===== config.mk =====
export PLATFORM = sky130hd
export DESIGN_NAME = mlp_term_adapt
export DESIGN_NICKNAME = d
export VERILOG_FILES = /design/src/rtl/mlp_pkg.sv /design/src/rtl/mlp_term_adapt.sv /design/src/rtl/mlp_sync.sv /design/src/rtl/mlp_fifo.sv
export SDC_FILE = /design/constraint.sdc
export NUM_CORES = 1
export LEC_CHECK = 0
export BUFFER_PORTS_ARGS = -buffer_cell sky130_fd_sc_hd__buf_4
export CORE_AREA = 2 2 144 287
export CTS_CLUSTER_DIAMETER = 100
export DETAILED_ROUTE_END_ITERATION = 6
export DIE_AREA = 0 0 146 289
export PLACE_DENSITY = 0.36
export SYNTH_ARGS = -nofsm -noshare
export SYNTH_HDL_FRONTEND = slang
export SYNTH_SLANG_ARGS = --single-unit

===== constraint.sdc =====
create_clock -name clk_sys -period 4.97 [get_ports clk_sys]
set_input_delay 1.2425 -clock clk_sys [delete_from_list [all_inputs] [get_ports clk_sys]]
set_output_delay 1.2425 -clock clk_sys [all_outputs]
set_load 0.05 [all_outputs]

===== src/rtl/mlp_pkg.sv =====
// Shared constants for the linear protection termination and adaptation block.
package mlp_pkg;

  localparam int          SYNC_STAGES   = 2;
  localparam int          APS_BITS      = 13;
  localparam int          K1_BITS       = 8;
  localparam int          K2_BITS       = 5;
  localparam int          ACCEPT_FRAMES = 3;
  localparam int          FIFO_DEPTH    = 8;
  localparam int          IDX_W         = 16;
  localparam int          CNT_W         = 2;
  localparam int          PATHS         = 4;
  localparam int          PATH_TS       = 0;
  localparam int          PATH_TK       = 1;
  localparam int          PATH_AS       = 2;
  localparam int          PATH_AK       = 3;
  localparam logic [15:0] K1_POS_DEF    = 16'h0040;
  localparam logic [15:0] IDX_MAX       = 16'hffff;
  localparam logic [12:0] APS_RESET     = 13'h0000;
  localparam logic [1:0]  CNT_ONE       = 2'h1;
  localparam logic [1:0]  CNT_ACCEPT    = 2'h3;

endpackage


===== src/rtl/mlp_term_adapt.sv =====
// Linear protection trail termination and protection layer adaptation, both directions.
`timescale 1ns/1ps
module mlp_term_adapt #(
  parameter logic [15:0] K1_POS        = mlp_pkg::K1_POS_DEF,
  parameter bit          IS_PROTECTION = 1'b1,
  parameter int          FIFO_DEPTH    = mlp_pkg::FIFO_DEPTH
) (
  input  wire logic                          clk_sys,
  input  wire logic                          nrst,
  // Termination source, access side in, connection side out.
  input  wire logic                          ts_access_data,
  input  wire logic                          ts_access_clk,
  input  wire logic                          ts_access_fs,
  output logic                               ts_protection_conn_data,
  output logic                               ts_protection_conn_clk,
  output logic                               ts_protection_conn_fs,
  // Termination sink.
  input  wire logic                          tk_protection_conn_data,
  input  wire logic                          tk_protection_conn_clk,
  input  wire logic                          tk_protection_conn_fs,
  input  wire logic                          server_fail_in,
  input  wire logic                          fail_report_enable,
  output logic                               tk_section_access_data,
  output logic                               tk_section_access_clk,
  output logic                               tk_section_access_fs,
  output logic                               trail_fail_ind,
  output logic                               correlated_fail_report,
  // Adaptation source.
  input  wire logic                          as_protection_conn_data,
  input  wire logic                          as_protection_conn_clk,
  input  wire logic                          as_protection_conn_fs,
  input  wire logic [mlp_pkg::APS_BITS-1:0]  switch_bytes_in,
  output logic                               as_section_access_data,
  output logic                               as_section_access_clk,
  output logic                               as_section_access_fs,
  // Adaptation sink.
  input  wire logic                          ak_section_access_data,
  input  wire logic                          ak_section_access_clk,
  input  wire logic                          ak_section_access_fs,
  input  wire logic                          section_trail_fail,
  input  wire logic                          trail_degrade_ind,
  input  wire logic                          switch_accept_stall,
  output logic                               ak_protection_conn_data,
  output logic                               ak_protection_conn_clk,
  output logic                               ak_protection_conn_fs,
  output logic [mlp_pkg::APS_BITS-1:0]       switch_bytes_out,
  output logic                               server_fail_action,
  output logic                               server_degrade_action,
  output logic                               switch_capture_drop
);

  import mlp_pkg::*;

  // ---------------------------------------------------------------
  // Synchronise all twelve pin inputs: per path {fs, clk, data}.
  // ---------------------------------------------------------------
  wire  [3*PATHS-1:0] pins_async;
  logic [3*PATHS-1:0] pins_sync;

  assign pins_async = {ak_section_access_fs, ak_section_access_clk, ak_section_access_data,
                       as_protection_conn_fs, as_protection_conn_clk, as_protection_conn_data,
                       tk_protection_conn_fs, tk_protection_conn_clk, tk_protection_conn_data,
                       ts_access_fs, ts_access_clk, ts_access_data};

  mlp_sync #(
    .W (3*PATHS)
  ) u_sync (
    .clk_sys (clk_sys),
    .nrst    (nrst),
    .d_async (pins_async),
    .d_sync  (pins_sync)
  );

  wire [PATHS-1:0] data_s;
  wire [PATHS-1:0] clk_s;
  wire [PATHS-1:0] fs_s;

  genvar gi;
  generate
    for (gi = 0; gi < PATHS; gi++) begin : g_split
      assign data_s[gi] = pins_sync[3*gi];
      assign clk_s[gi]  = pins_sync[3*gi+1];
      assign fs_s[gi]   = pins_sync[3*gi+2];
    end
  endgenerate

  // ---------------------------------------------------------------
  // Output staging. Data and frame start leave one cycle ahead of the
  // clock copy, so the far end sees them settled at its clock edge.
  // ---------------------------------------------------------------
  logic [PATHS-1:0] data_out_reg;
  logic [PATHS-1:0] data_out_next;
  logic [PATHS-1:0] fs_out_reg;
  // The clock copy passes two registers, so it trails data by one cycle.
  logic [PATHS-1:0] clk_dly_reg;
  logic [PATHS-1:0] clk_out_reg;
  logic [PATHS-1:0] clk_prev_reg;

  wire  [PATHS-1:0] clk_rise = clk_s & ~clk_prev_reg;

  always_ff @(posedge clk_sys or negedge nrst) begin
    if (!nrst) begin
      data_out_reg <= '0;
      fs_out_reg   <= '0;
      clk_dly_reg  <= '0;
      clk_out_reg  <= '0;
      clk_prev_reg <= '0;
    end else begin
      data_out_reg <= data_out_next;
      fs_out_reg   <= fs_s;
      clk_dly_reg  <= clk_s;
      clk_out_reg  <= clk_dly_reg;
      clk_prev_reg <= clk_s;
    end
  end

  assign ts_protection_conn_data = data_out_reg[PATH_TS];
  assign ts_protection_conn_clk  = clk_out_reg[PATH_TS];
  assign ts_protection_conn_fs   = fs_out_reg[PATH_TS];
  assign tk_section_access_data  = data_out_reg[PATH_TK];
  assign tk_section_access_clk   = clk_out_reg[PATH_TK];
  assign tk_section_access_fs    = fs_out_reg[PATH_TK];
  assign as_section_access_data  = data_out_reg[PATH_AS];
  assign as_section_access_clk   = clk_out_reg[PATH_AS];
  assign as_section_access_fs    = fs_out_reg[PATH_AS];
  assign ak_protection_conn_data = data_out_reg[PATH_AK];
  assign ak_protection_conn_clk  = clk_out_reg[PATH_AK];
  assign ak_protection_conn_fs   = fs_out_reg[PATH_AK];

  // ---------------------------------------------------------------
  // Bit position within the frame, for the adaptation source and sink.
  // The index is zero on the bit sampled with frame start high and
  // saturates, so a missing frame start never wraps into the K window.
  // ---------------------------------------------------------------
  logic [IDX_W-1:0] as_idx_reg;
  logic [IDX_W-1:0] ak_idx_reg;
  wire  [IDX_W-1:0] as_idx_cur;
  wire  [IDX_W-1:0] ak_idx_cur;

  assign as_idx_cur = fs_s[PATH_AS] ? '0 :
                      (as_idx_reg == IDX_MAX) ? IDX_MAX : IDX_W'(as_idx_reg + 1'b1);
  assign ak_idx_cur = fs_s[PATH_AK] ? '0 :
                      (ak_idx_reg == IDX_MAX) ? IDX_MAX : IDX_W'(ak_idx_reg + 1'b1);

  always_ff @(posedge clk_sys or negedge nrst) begin
    if (!nrst) begin
      as_idx_reg <= IDX_MAX;
      ak_idx_reg <= IDX_MAX;
    end else begin
      if (clk_rise[PATH_AS]) begin
        as_idx_reg <= as_idx_cur;
      end
      if (clk_rise[PATH_AK]) begin
        ak_idx_reg <= ak_idx_cur;
      end
    end
  end

  // ---------------------------------------------------------------
  // Adaptation source: overwrite K1[1-8] and K2[1-5] in the passing
  // stream with the switching word, MSB (K1 bit 1) first.
  // ---------------------------------------------------------------
  // On the cycle of a link clock rise the new index is used at once, so a
  // replaced bit leaves a full cycle ahead of the copied clock edge.
  wire [IDX_W-1:0] as_idx_eff = clk_rise[PATH_AS] ? as_idx_cur : as_idx_reg;
  wire [IDX_W-1:0] as_off     = IDX_W'(as_idx_eff - K1_POS);
  wire             as_in_kwin = (as_idx_eff >= K1_POS) && (as_off < IDX_W'(APS_BITS));
  wire [3:0]       as_bit_sel = 4'(APS_BITS - 1) - as_off[3:0];
  wire             as_bit     = as_in_kwin ? switch_bytes_in[as_bit_sel] : data_s[PATH_AS];

  always_comb begin
    data_out_next          = data_s;
    data_out_next[PATH_AS] = as_bit;
  end

  // ---------------------------------------------------------------
  // Adaptation sink: shift the 13 switching bits out of each frame and
  // queue the finished word for the acceptance stage.
  // ---------------------------------------------------------------
  wire [IDX_W-1:0] ak_off     = IDX_W'(ak_idx_cur - K1_POS);
  wire             ak_in_kwin = (ak_idx_cur >= K1_POS) && (ak_off < IDX_W'(APS_BITS));
  wire             ak_kbit    = IS_PROTECTION && clk_rise[PATH_AK] && ak_in_kwin;
  wire             ak_klast   = ak_kbit && (ak_off == IDX_W'(APS_BITS - 1));

  // Working instances never shift, so their queue stays empty.
  logic [APS_BITS-1:0] cap_shift_reg;
  logic                cap_valid_reg;
  logic                fifo_in_ready;
  logic                drop_reg;

  always_ff @(posedge clk_sys or negedge nrst) begin
    if (!nrst) begin
      cap_shift_reg <= APS_RESET;
      cap_valid_reg <= 1'b0;
      drop_reg      <= 1'b0;
    end else begin
      if (ak_kbit) begin
        cap_shift_reg <= {cap_shift_reg[APS_BITS-2:0], data_s[PATH_AK]};
      end
      cap_valid_reg <= ak_klast;
      // A full queue refuses the word; the frame is lost and flagged.
      drop_reg      <= cap_valid_reg && !fifo_in_ready;
    end
  end

  // The drop pulse lets a user count lost frames; it does not stop acceptance.
  assign switch_capture_drop = drop_reg;

  logic                fifo_out_valid;
  logic [APS_BITS-1:0] fifo_out_data;
  wire                 accept_ready = !switch_accept_stall;

  // The stall input is back-pressure only; while it is held, words pile up in the queue.
  mlp_fifo #(
    .W     (APS_BITS),
    .DEPTH (FIFO_DEPTH)
  ) u_fifo (
    .clk_sys   (clk_sys),
    .nrst      (nrst),
    .in_valid  (cap_valid_reg),
    .in_ready  (fifo_in_ready),
    .in_data   (cap_shift_reg),
    .out_valid (fifo_out_valid),
    .out_ready (accept_ready),
    .out_data  (fifo_out_data)
  );

  // ---------------------------------------------------------------
  // Acceptance: a word becomes current after arriving in three
  // consecutive frames; any different word restarts the count at one.
  // ---------------------------------------------------------------
  // Words lost to a full queue do not break a run: the count only sees words
  // that reach this stage. This keeps the stage simple, at the cost of calling
  // two words consecutive when a frame between them was dropped.
  logic [APS_BITS-1:0] cand_reg;
  logic [CNT_W-1:0]    match_cnt_reg;
  logic [APS_BITS-1:0] accepted_reg;

  wire                 take      = fifo_out_valid && accept_ready;
  wire                 same      = (fifo_out_data == cand_reg) && (match_cnt_reg != '0);
  wire [CNT_W-1:0]     cnt_next  = !same ? CNT_ONE :
                                   (match_cnt_reg == CNT_ACCEPT) ? CNT_ACCEPT :
                                   CNT_W'(match_cnt_reg + 1'b1);
  wire                 accept_now = take && (cnt_next == CNT_ACCEPT);

  always_ff @(posedge clk_sys or negedge nrst) begin
    if (!nrst) begin
      cand_reg      <= APS_RESET;
      match_cnt_reg <= '0;
      accepted_reg  <= APS_RESET;
    end else begin
      if (take) begin
        cand_reg      <= fifo_out_data;
        match_cnt_reg <= cnt_next;
      end
      if (accept_now) begin
        accepted_reg <= fifo_out_data;
      end
    end
  end

  // Working-section instances tie the switching output low.
  assign switch_bytes_out = IS_PROTECTION ? accepted_reg : APS_RESET;

  // ---------------------------------------------------------------
  // Fail and degrade indications; all come from same-clock logic.
  // ---------------------------------------------------------------
  // Each indication is one register deep, so all four answer in the same cycle.
  logic tsf_reg;
  logic correlated_fail_report_reg;
  logic ssf_reg;
  logic ssd_reg;

  always_ff @(posedge clk_sys or negedge nrst) begin
    if (!nrst) begin
      tsf_reg  <= 1'b0;
      correlated_fail_report_reg <= 1'b0;
      ssf_reg  <= 1'b0;
      ssd_reg  <= 1'b0;
    end else begin
      tsf_reg  <= server_fail_in;
      correlated_fail_report_reg <= server_fail_in && fail_report_enable;
      ssf_reg  <= section_trail_fail;
      ssd_reg  <= trail_degrade_ind;
    end
  end

  assign trail_fail_ind         = tsf_reg;
  assign correlated_fail_report = correlated_fail_report_reg;
  assign server_fail_action     = ssf_reg;
  assign server_degrade_action  = ssd_reg;

endmodule


===== src/rtl/mlp_sync.sv =====
// Two-stage synchroniser for a bundle of independent asynchronous levels.
`timescale 1ns/1ps
module mlp_sync #(
  parameter int W = 1
) (
  input  wire logic         clk_sys,
  input  wire logic         nrst,
  input  wire logic [W-1:0] d_async,
  output logic      [W-1:0] d_sync
);

  logic [W-1:0] meta_reg;

  // The first stage feeds only the second stage.
  always_ff @(posedge clk_sys or negedge nrst) begin
    if (!nrst) begin
      meta_reg <= '0;
      d_sync   <= '0;
    end else begin
      meta_reg <= d_async;
      d_sync   <= meta_reg;
    end
  end

endmodule


===== src/rtl/mlp_fifo.sv =====
// Small flip-flop FIFO with valid/ready on both sides.
`timescale 1ns/1ps
module mlp_fifo #(
  parameter int W     = 13,
  parameter int DEPTH = 8
) (
  input  wire logic         clk_sys,
  input  wire logic         nrst,
  input  wire logic         in_valid,
  output logic              in_ready,
  input  wire logic [W-1:0] in_data,
  output logic              out_valid,
  input  wire logic         out_ready,
  output logic      [W-1:0] out_data
);

  localparam int AW = (DEPTH > 1) ? $clog2(DEPTH) : 1;
  localparam int CW = $clog2(DEPTH + 1);

  logic [W-1:0]  mem_reg [DEPTH];
  logic [AW-1:0] wr_ptr_reg;
  logic [AW-1:0] rd_ptr_reg;
  logic [CW-1:0] count_reg;
  wire           push = in_valid && in_ready;
  wire           pop  = out_valid && out_ready;
  wire [AW-1:0]  wr_ptr_next;
  wire [AW-1:0]  rd_ptr_next;

  assign in_ready    = (count_reg != CW'(DEPTH));
  assign out_valid   = (count_reg != '0);
  assign out_data    = mem_reg[rd_ptr_reg];
  assign wr_ptr_next = (wr_ptr_reg == AW'(DEPTH - 1)) ? '0 : AW'(wr_ptr_reg + 1'b1);
  assign rd_ptr_next = (rd_ptr_reg == AW'(DEPTH - 1)) ? '0 : AW'(rd_ptr_reg + 1'b1);

  always_ff @(posedge clk_sys or negedge nrst) begin
    if (!nrst) begin
      wr_ptr_reg <= '0;
      rd_ptr_reg <= '0;
      count_reg  <= '0;
    end else begin
      if (push) begin
        wr_ptr_reg <= wr_ptr_next;
      end
      if (pop) begin
        rd_ptr_reg <= rd_ptr_next;
      end
      if (push && !pop) begin
        count_reg <= CW'(count_reg + 1'b1);
      end else if (pop && !push) begin
        count_reg <= CW'(count_reg - 1'b1);
      end
    end
  end

  // Storage needs no reset; empty flags guard every read.
  always_ff @(posedge clk_sys) begin
    if (push) begin
      mem_reg[wr_ptr_reg] <= in_data;
    end
  end

endmodule


==> results.md <==
* Die area at around 42000 sq um
* Setup slack, reg-to-reg at 0.95 ns
* Minimum clock period at roughly 4.0 ns
* Cell variety after synth at 70
* PortBufs at 61
* Avg Cell Area, Syn at 14.26 sq um
* Vias in the first global route at 6557
* Die X at 146 um
* Crit path max fanout at 11
* CP startpoint: as_idx_reg[0]$_DFF_PN1_
* Post-cts resize count at 0
* Worst r2r src: as_idx_reg[0]$_DFF_PN1_
* Fillers at 4166
* CP Launch Type: register
* Post-synth EDFFs at between 100 and 150
* Async SR Flop Fraction at 0.5536
* Initial antenna violation count at 0
* Placed instance area at 10990 sq um
* CTS root buf: clkbuf_16
* Worst Max-Slew Pin Slew at around 1.0 ns
* Postcts setup bufs at 0
* TritonCTS clock tree: yes
* Gpl congestion at 0.7919
* Worst Path Required at 5.36 ns
* Syn Inst Count at 695
* YS warnings at 0
* First-pass GRT wire length at 37.78 mm
* Num rows at 104
* Residual DRC at 0
* Hold_buf cts at 0
* Final hold vios at 0
* Post-layout util at 0.2931
* CORE AREA at 40080 sq um
* Achievable Freq at 248.5 MHz
* Worst reg2reg path depth at 14
* Vias at 5921
* DRT antenna net count at 0
* Skew final at 0.01268 ns
* CTS Buffer Depth at 3
* Capture point of the critical path: data_out_reg[2]$_DFF_PN0_
* Max reg flops at around 100
* Worst EP arrival at 4.41 ns
* Final HPWL from detailed placement at 16.66 mm
* Final setup vio count at 0
* IO Pins at 62
* Multi-input gate area at 3314 sq um
* Unrepaired setup endpoints after global routing: false
* Vias/cell at 4.510
* LEAKAGE at between 3 and 4 nW
* Cts bufs inserted at 24
* GRT overflow at 0
* Syn Nets at 738
* Setup TNS Final at 0 ns
* Mapped cell area at 9911 sq um
* CP Capture Type: register
* H-tree levels at 1
* Flip-flop and latch area at 6391 sq um
* Largest net degree at the start of global routing at 81
* Final Max Tran Viols at 0
* Hold crit path type: register to register
* Global Route Usage Sum at 0.1154
* DR WL/cell at 18.10 um
* Layout area overhead at 18.53%
* Clock Pin Slew Worst Setup and Hold Paths at 0.06 ns
* Antenna diode count at 0
* Slew headroom at 0.3053
* Peak supply drop at between 0.15 and 0.2 mV
* Sequential element share of the synthesized area at 0.6449
* Final Net Count at 808
* Sink Count at 233
* Final Instance Area at 11750 sq um
* WL final at around 24 mm
* Worst Setup Path Type: register to register
* Total of max-cap violations at 0
* Drt initial violations at 369
* Share of cells above drive strength 1 at 0.2695
* First-pass detailed-route iteration total at 4
* Latest clock arrival within the worst-skew pair at roughly 0.53 ns
* Flops & latches, synth at 233
* Crit share post-route at 0.8096
* Initial cell density of the core at 0.2473
* Reg-to-Reg End: data_out_reg[2]$_DFF_PN0_
* Run status: complete, no violations
* Die height at 289 um
* Overall power at 4.536 mW
* Ys flop type: edfxtp_1
* Pwr per Cell Area at 386.1 nW/um^2
==> layout by cell type, fill, tap and decap left out, drive strengths merged, types with 10 or more instances in the layout <==
cell type / n
dfstp: 32
mux4: 26
buf: 76
dfrtp: 97
nand3: 17
ha: 10
nand4: 10
nand2b: 12
xnor2: 11
and3: 10
a21oi: 23
inv: 13
clkbuf: 35
a31oi: 15
nor2: 69
nand2: 33
xor2: 10
o21ai: 12
mux2: 44
edfxtp: 104
nor3: 26
==> per-layer routing <==
layer / routed length, um / vias up / track usage
met4: 700 / 0 / 0.04345
met5: 0 / - / 0
met2: 13820 / 117 / 0.2377
met3: 762 / 37 / 0.01559
met1: 8489 / 3011 / 0.1147
li1: - / 2756 / -
==> cell families (layout without fill, tap and decap cells) <==
family,after synthesis,count (layout),synth area share
AOI/OAI and AO/OA,94,94,0.06565
xor gates and xnor gates,21,21,0.01856
adders and majority gates,11,11,0.01464
buffers and inverters,44,132,0.02298
DFF,233,233,0.6449
muxes,78,78,0.1217
and+or+nand+nor,214,214,0.1116
==> cells in the mapped netlist, drive strengths merged, types with 10 or more instances <==
cell type	count	share of area
nor3	26	0.014
xor2	10	0.0088
a31oi	15	0.0095
mux4	26	0.060
inv	12	0.0045
nand2b	12	0.0076
xnor2	11	0.0097
buf	14	0.012
edfxtp	104	0.32
o21ai	12	0.0061
clkbuf	18	0.0068
nor2	69	0.026
nand4	10	0.0063
dfrtp	97	0.24
and3	10	0.0068
a21oi	23	0.013
nand3	17	0.0086
mux2	44	0.054
ha	10	0.013
dfstp	32	0.085
nand2	33	0.012
==> layout make-up <==
type                    count  share of cell area
clock inverters             9            0.004793
flip-flops and latches    233              0.5440
clock buffers              35             0.05986
repair buffers             76             0.04889
well taps                 530             0.05645
multi-input cells         418              0.2821
inverters                  12            0.003834
==> power by group <==
group	internal, mW	total (mW)	leakage [nW]	switching, mW
Sequential	2.07	2.20	2.14	0.129
Clock	0.985	1.75	0.366	0.761
Combinational	0.277	0.587	1.44	0.311
==> per-stage QoR <==
step / setup slack, ns / cells / hold slack, ns
final: 0.9462 / 1313 / 0.3464
after global routing: 0.5320 / 1313 / 0.3580
after CTS: 0.9117 / 1313 / 0.3461
after detailed placement: 0.9619 / 1269 / 0.3358
after global placement: 1.193 / 1269 / 0.3319
after floorplan: 1.507 / 695 / 0.3312
==> worst max-delay path, stage by stage (launching register included) <==
cell and delay (ns):
dfstp_2 0.62, ha_1 0.24, and2_1 0.16, nand2_1 0.12
o31ai_1 0.68, inv_2 0.11, ha_1 0.28, nand2b_1 0.19
nor4_1 0.17, mux2i_1 0.10, and3_1 0.25, mux2i_1 0.21
mux2i_1 0.11, a2111oi_0 0.49, o21ai_1 0.14
==> worst min-delay path by stage <==
stage	slack, ns	to	cells after the start	from
floorplan	0.33	clk_out_reg[0]$_DFF_PN0_	0	clk_prev_reg[0]$_DFF_PN0_
global placement	0.33	u_sync.d_sync[8]$_DFF_PN0_	0	u_sync.meta_reg[8]$_DFF_PN0_
detailed placement	0.34	u_sync.d_sync[8]$_DFF_PN0_	0	u_sync.meta_reg[8]$_DFF_PN0_
CTS	0.35	u_sync.d_sync[8]$_DFF_PN0_	0	u_sync.meta_reg[8]$_DFF_PN0_
global route	0.36	u_sync.d_sync[5]$_DFF_PN0_	0	u_sync.meta_reg[5]$_DFF_PN0_
finish	0.35	u_sync.d_sync[1]$_DFF_PN0_	0	u_sync.meta_reg[1]$_DFF_PN0_
(Power assumes the default switching activity.)
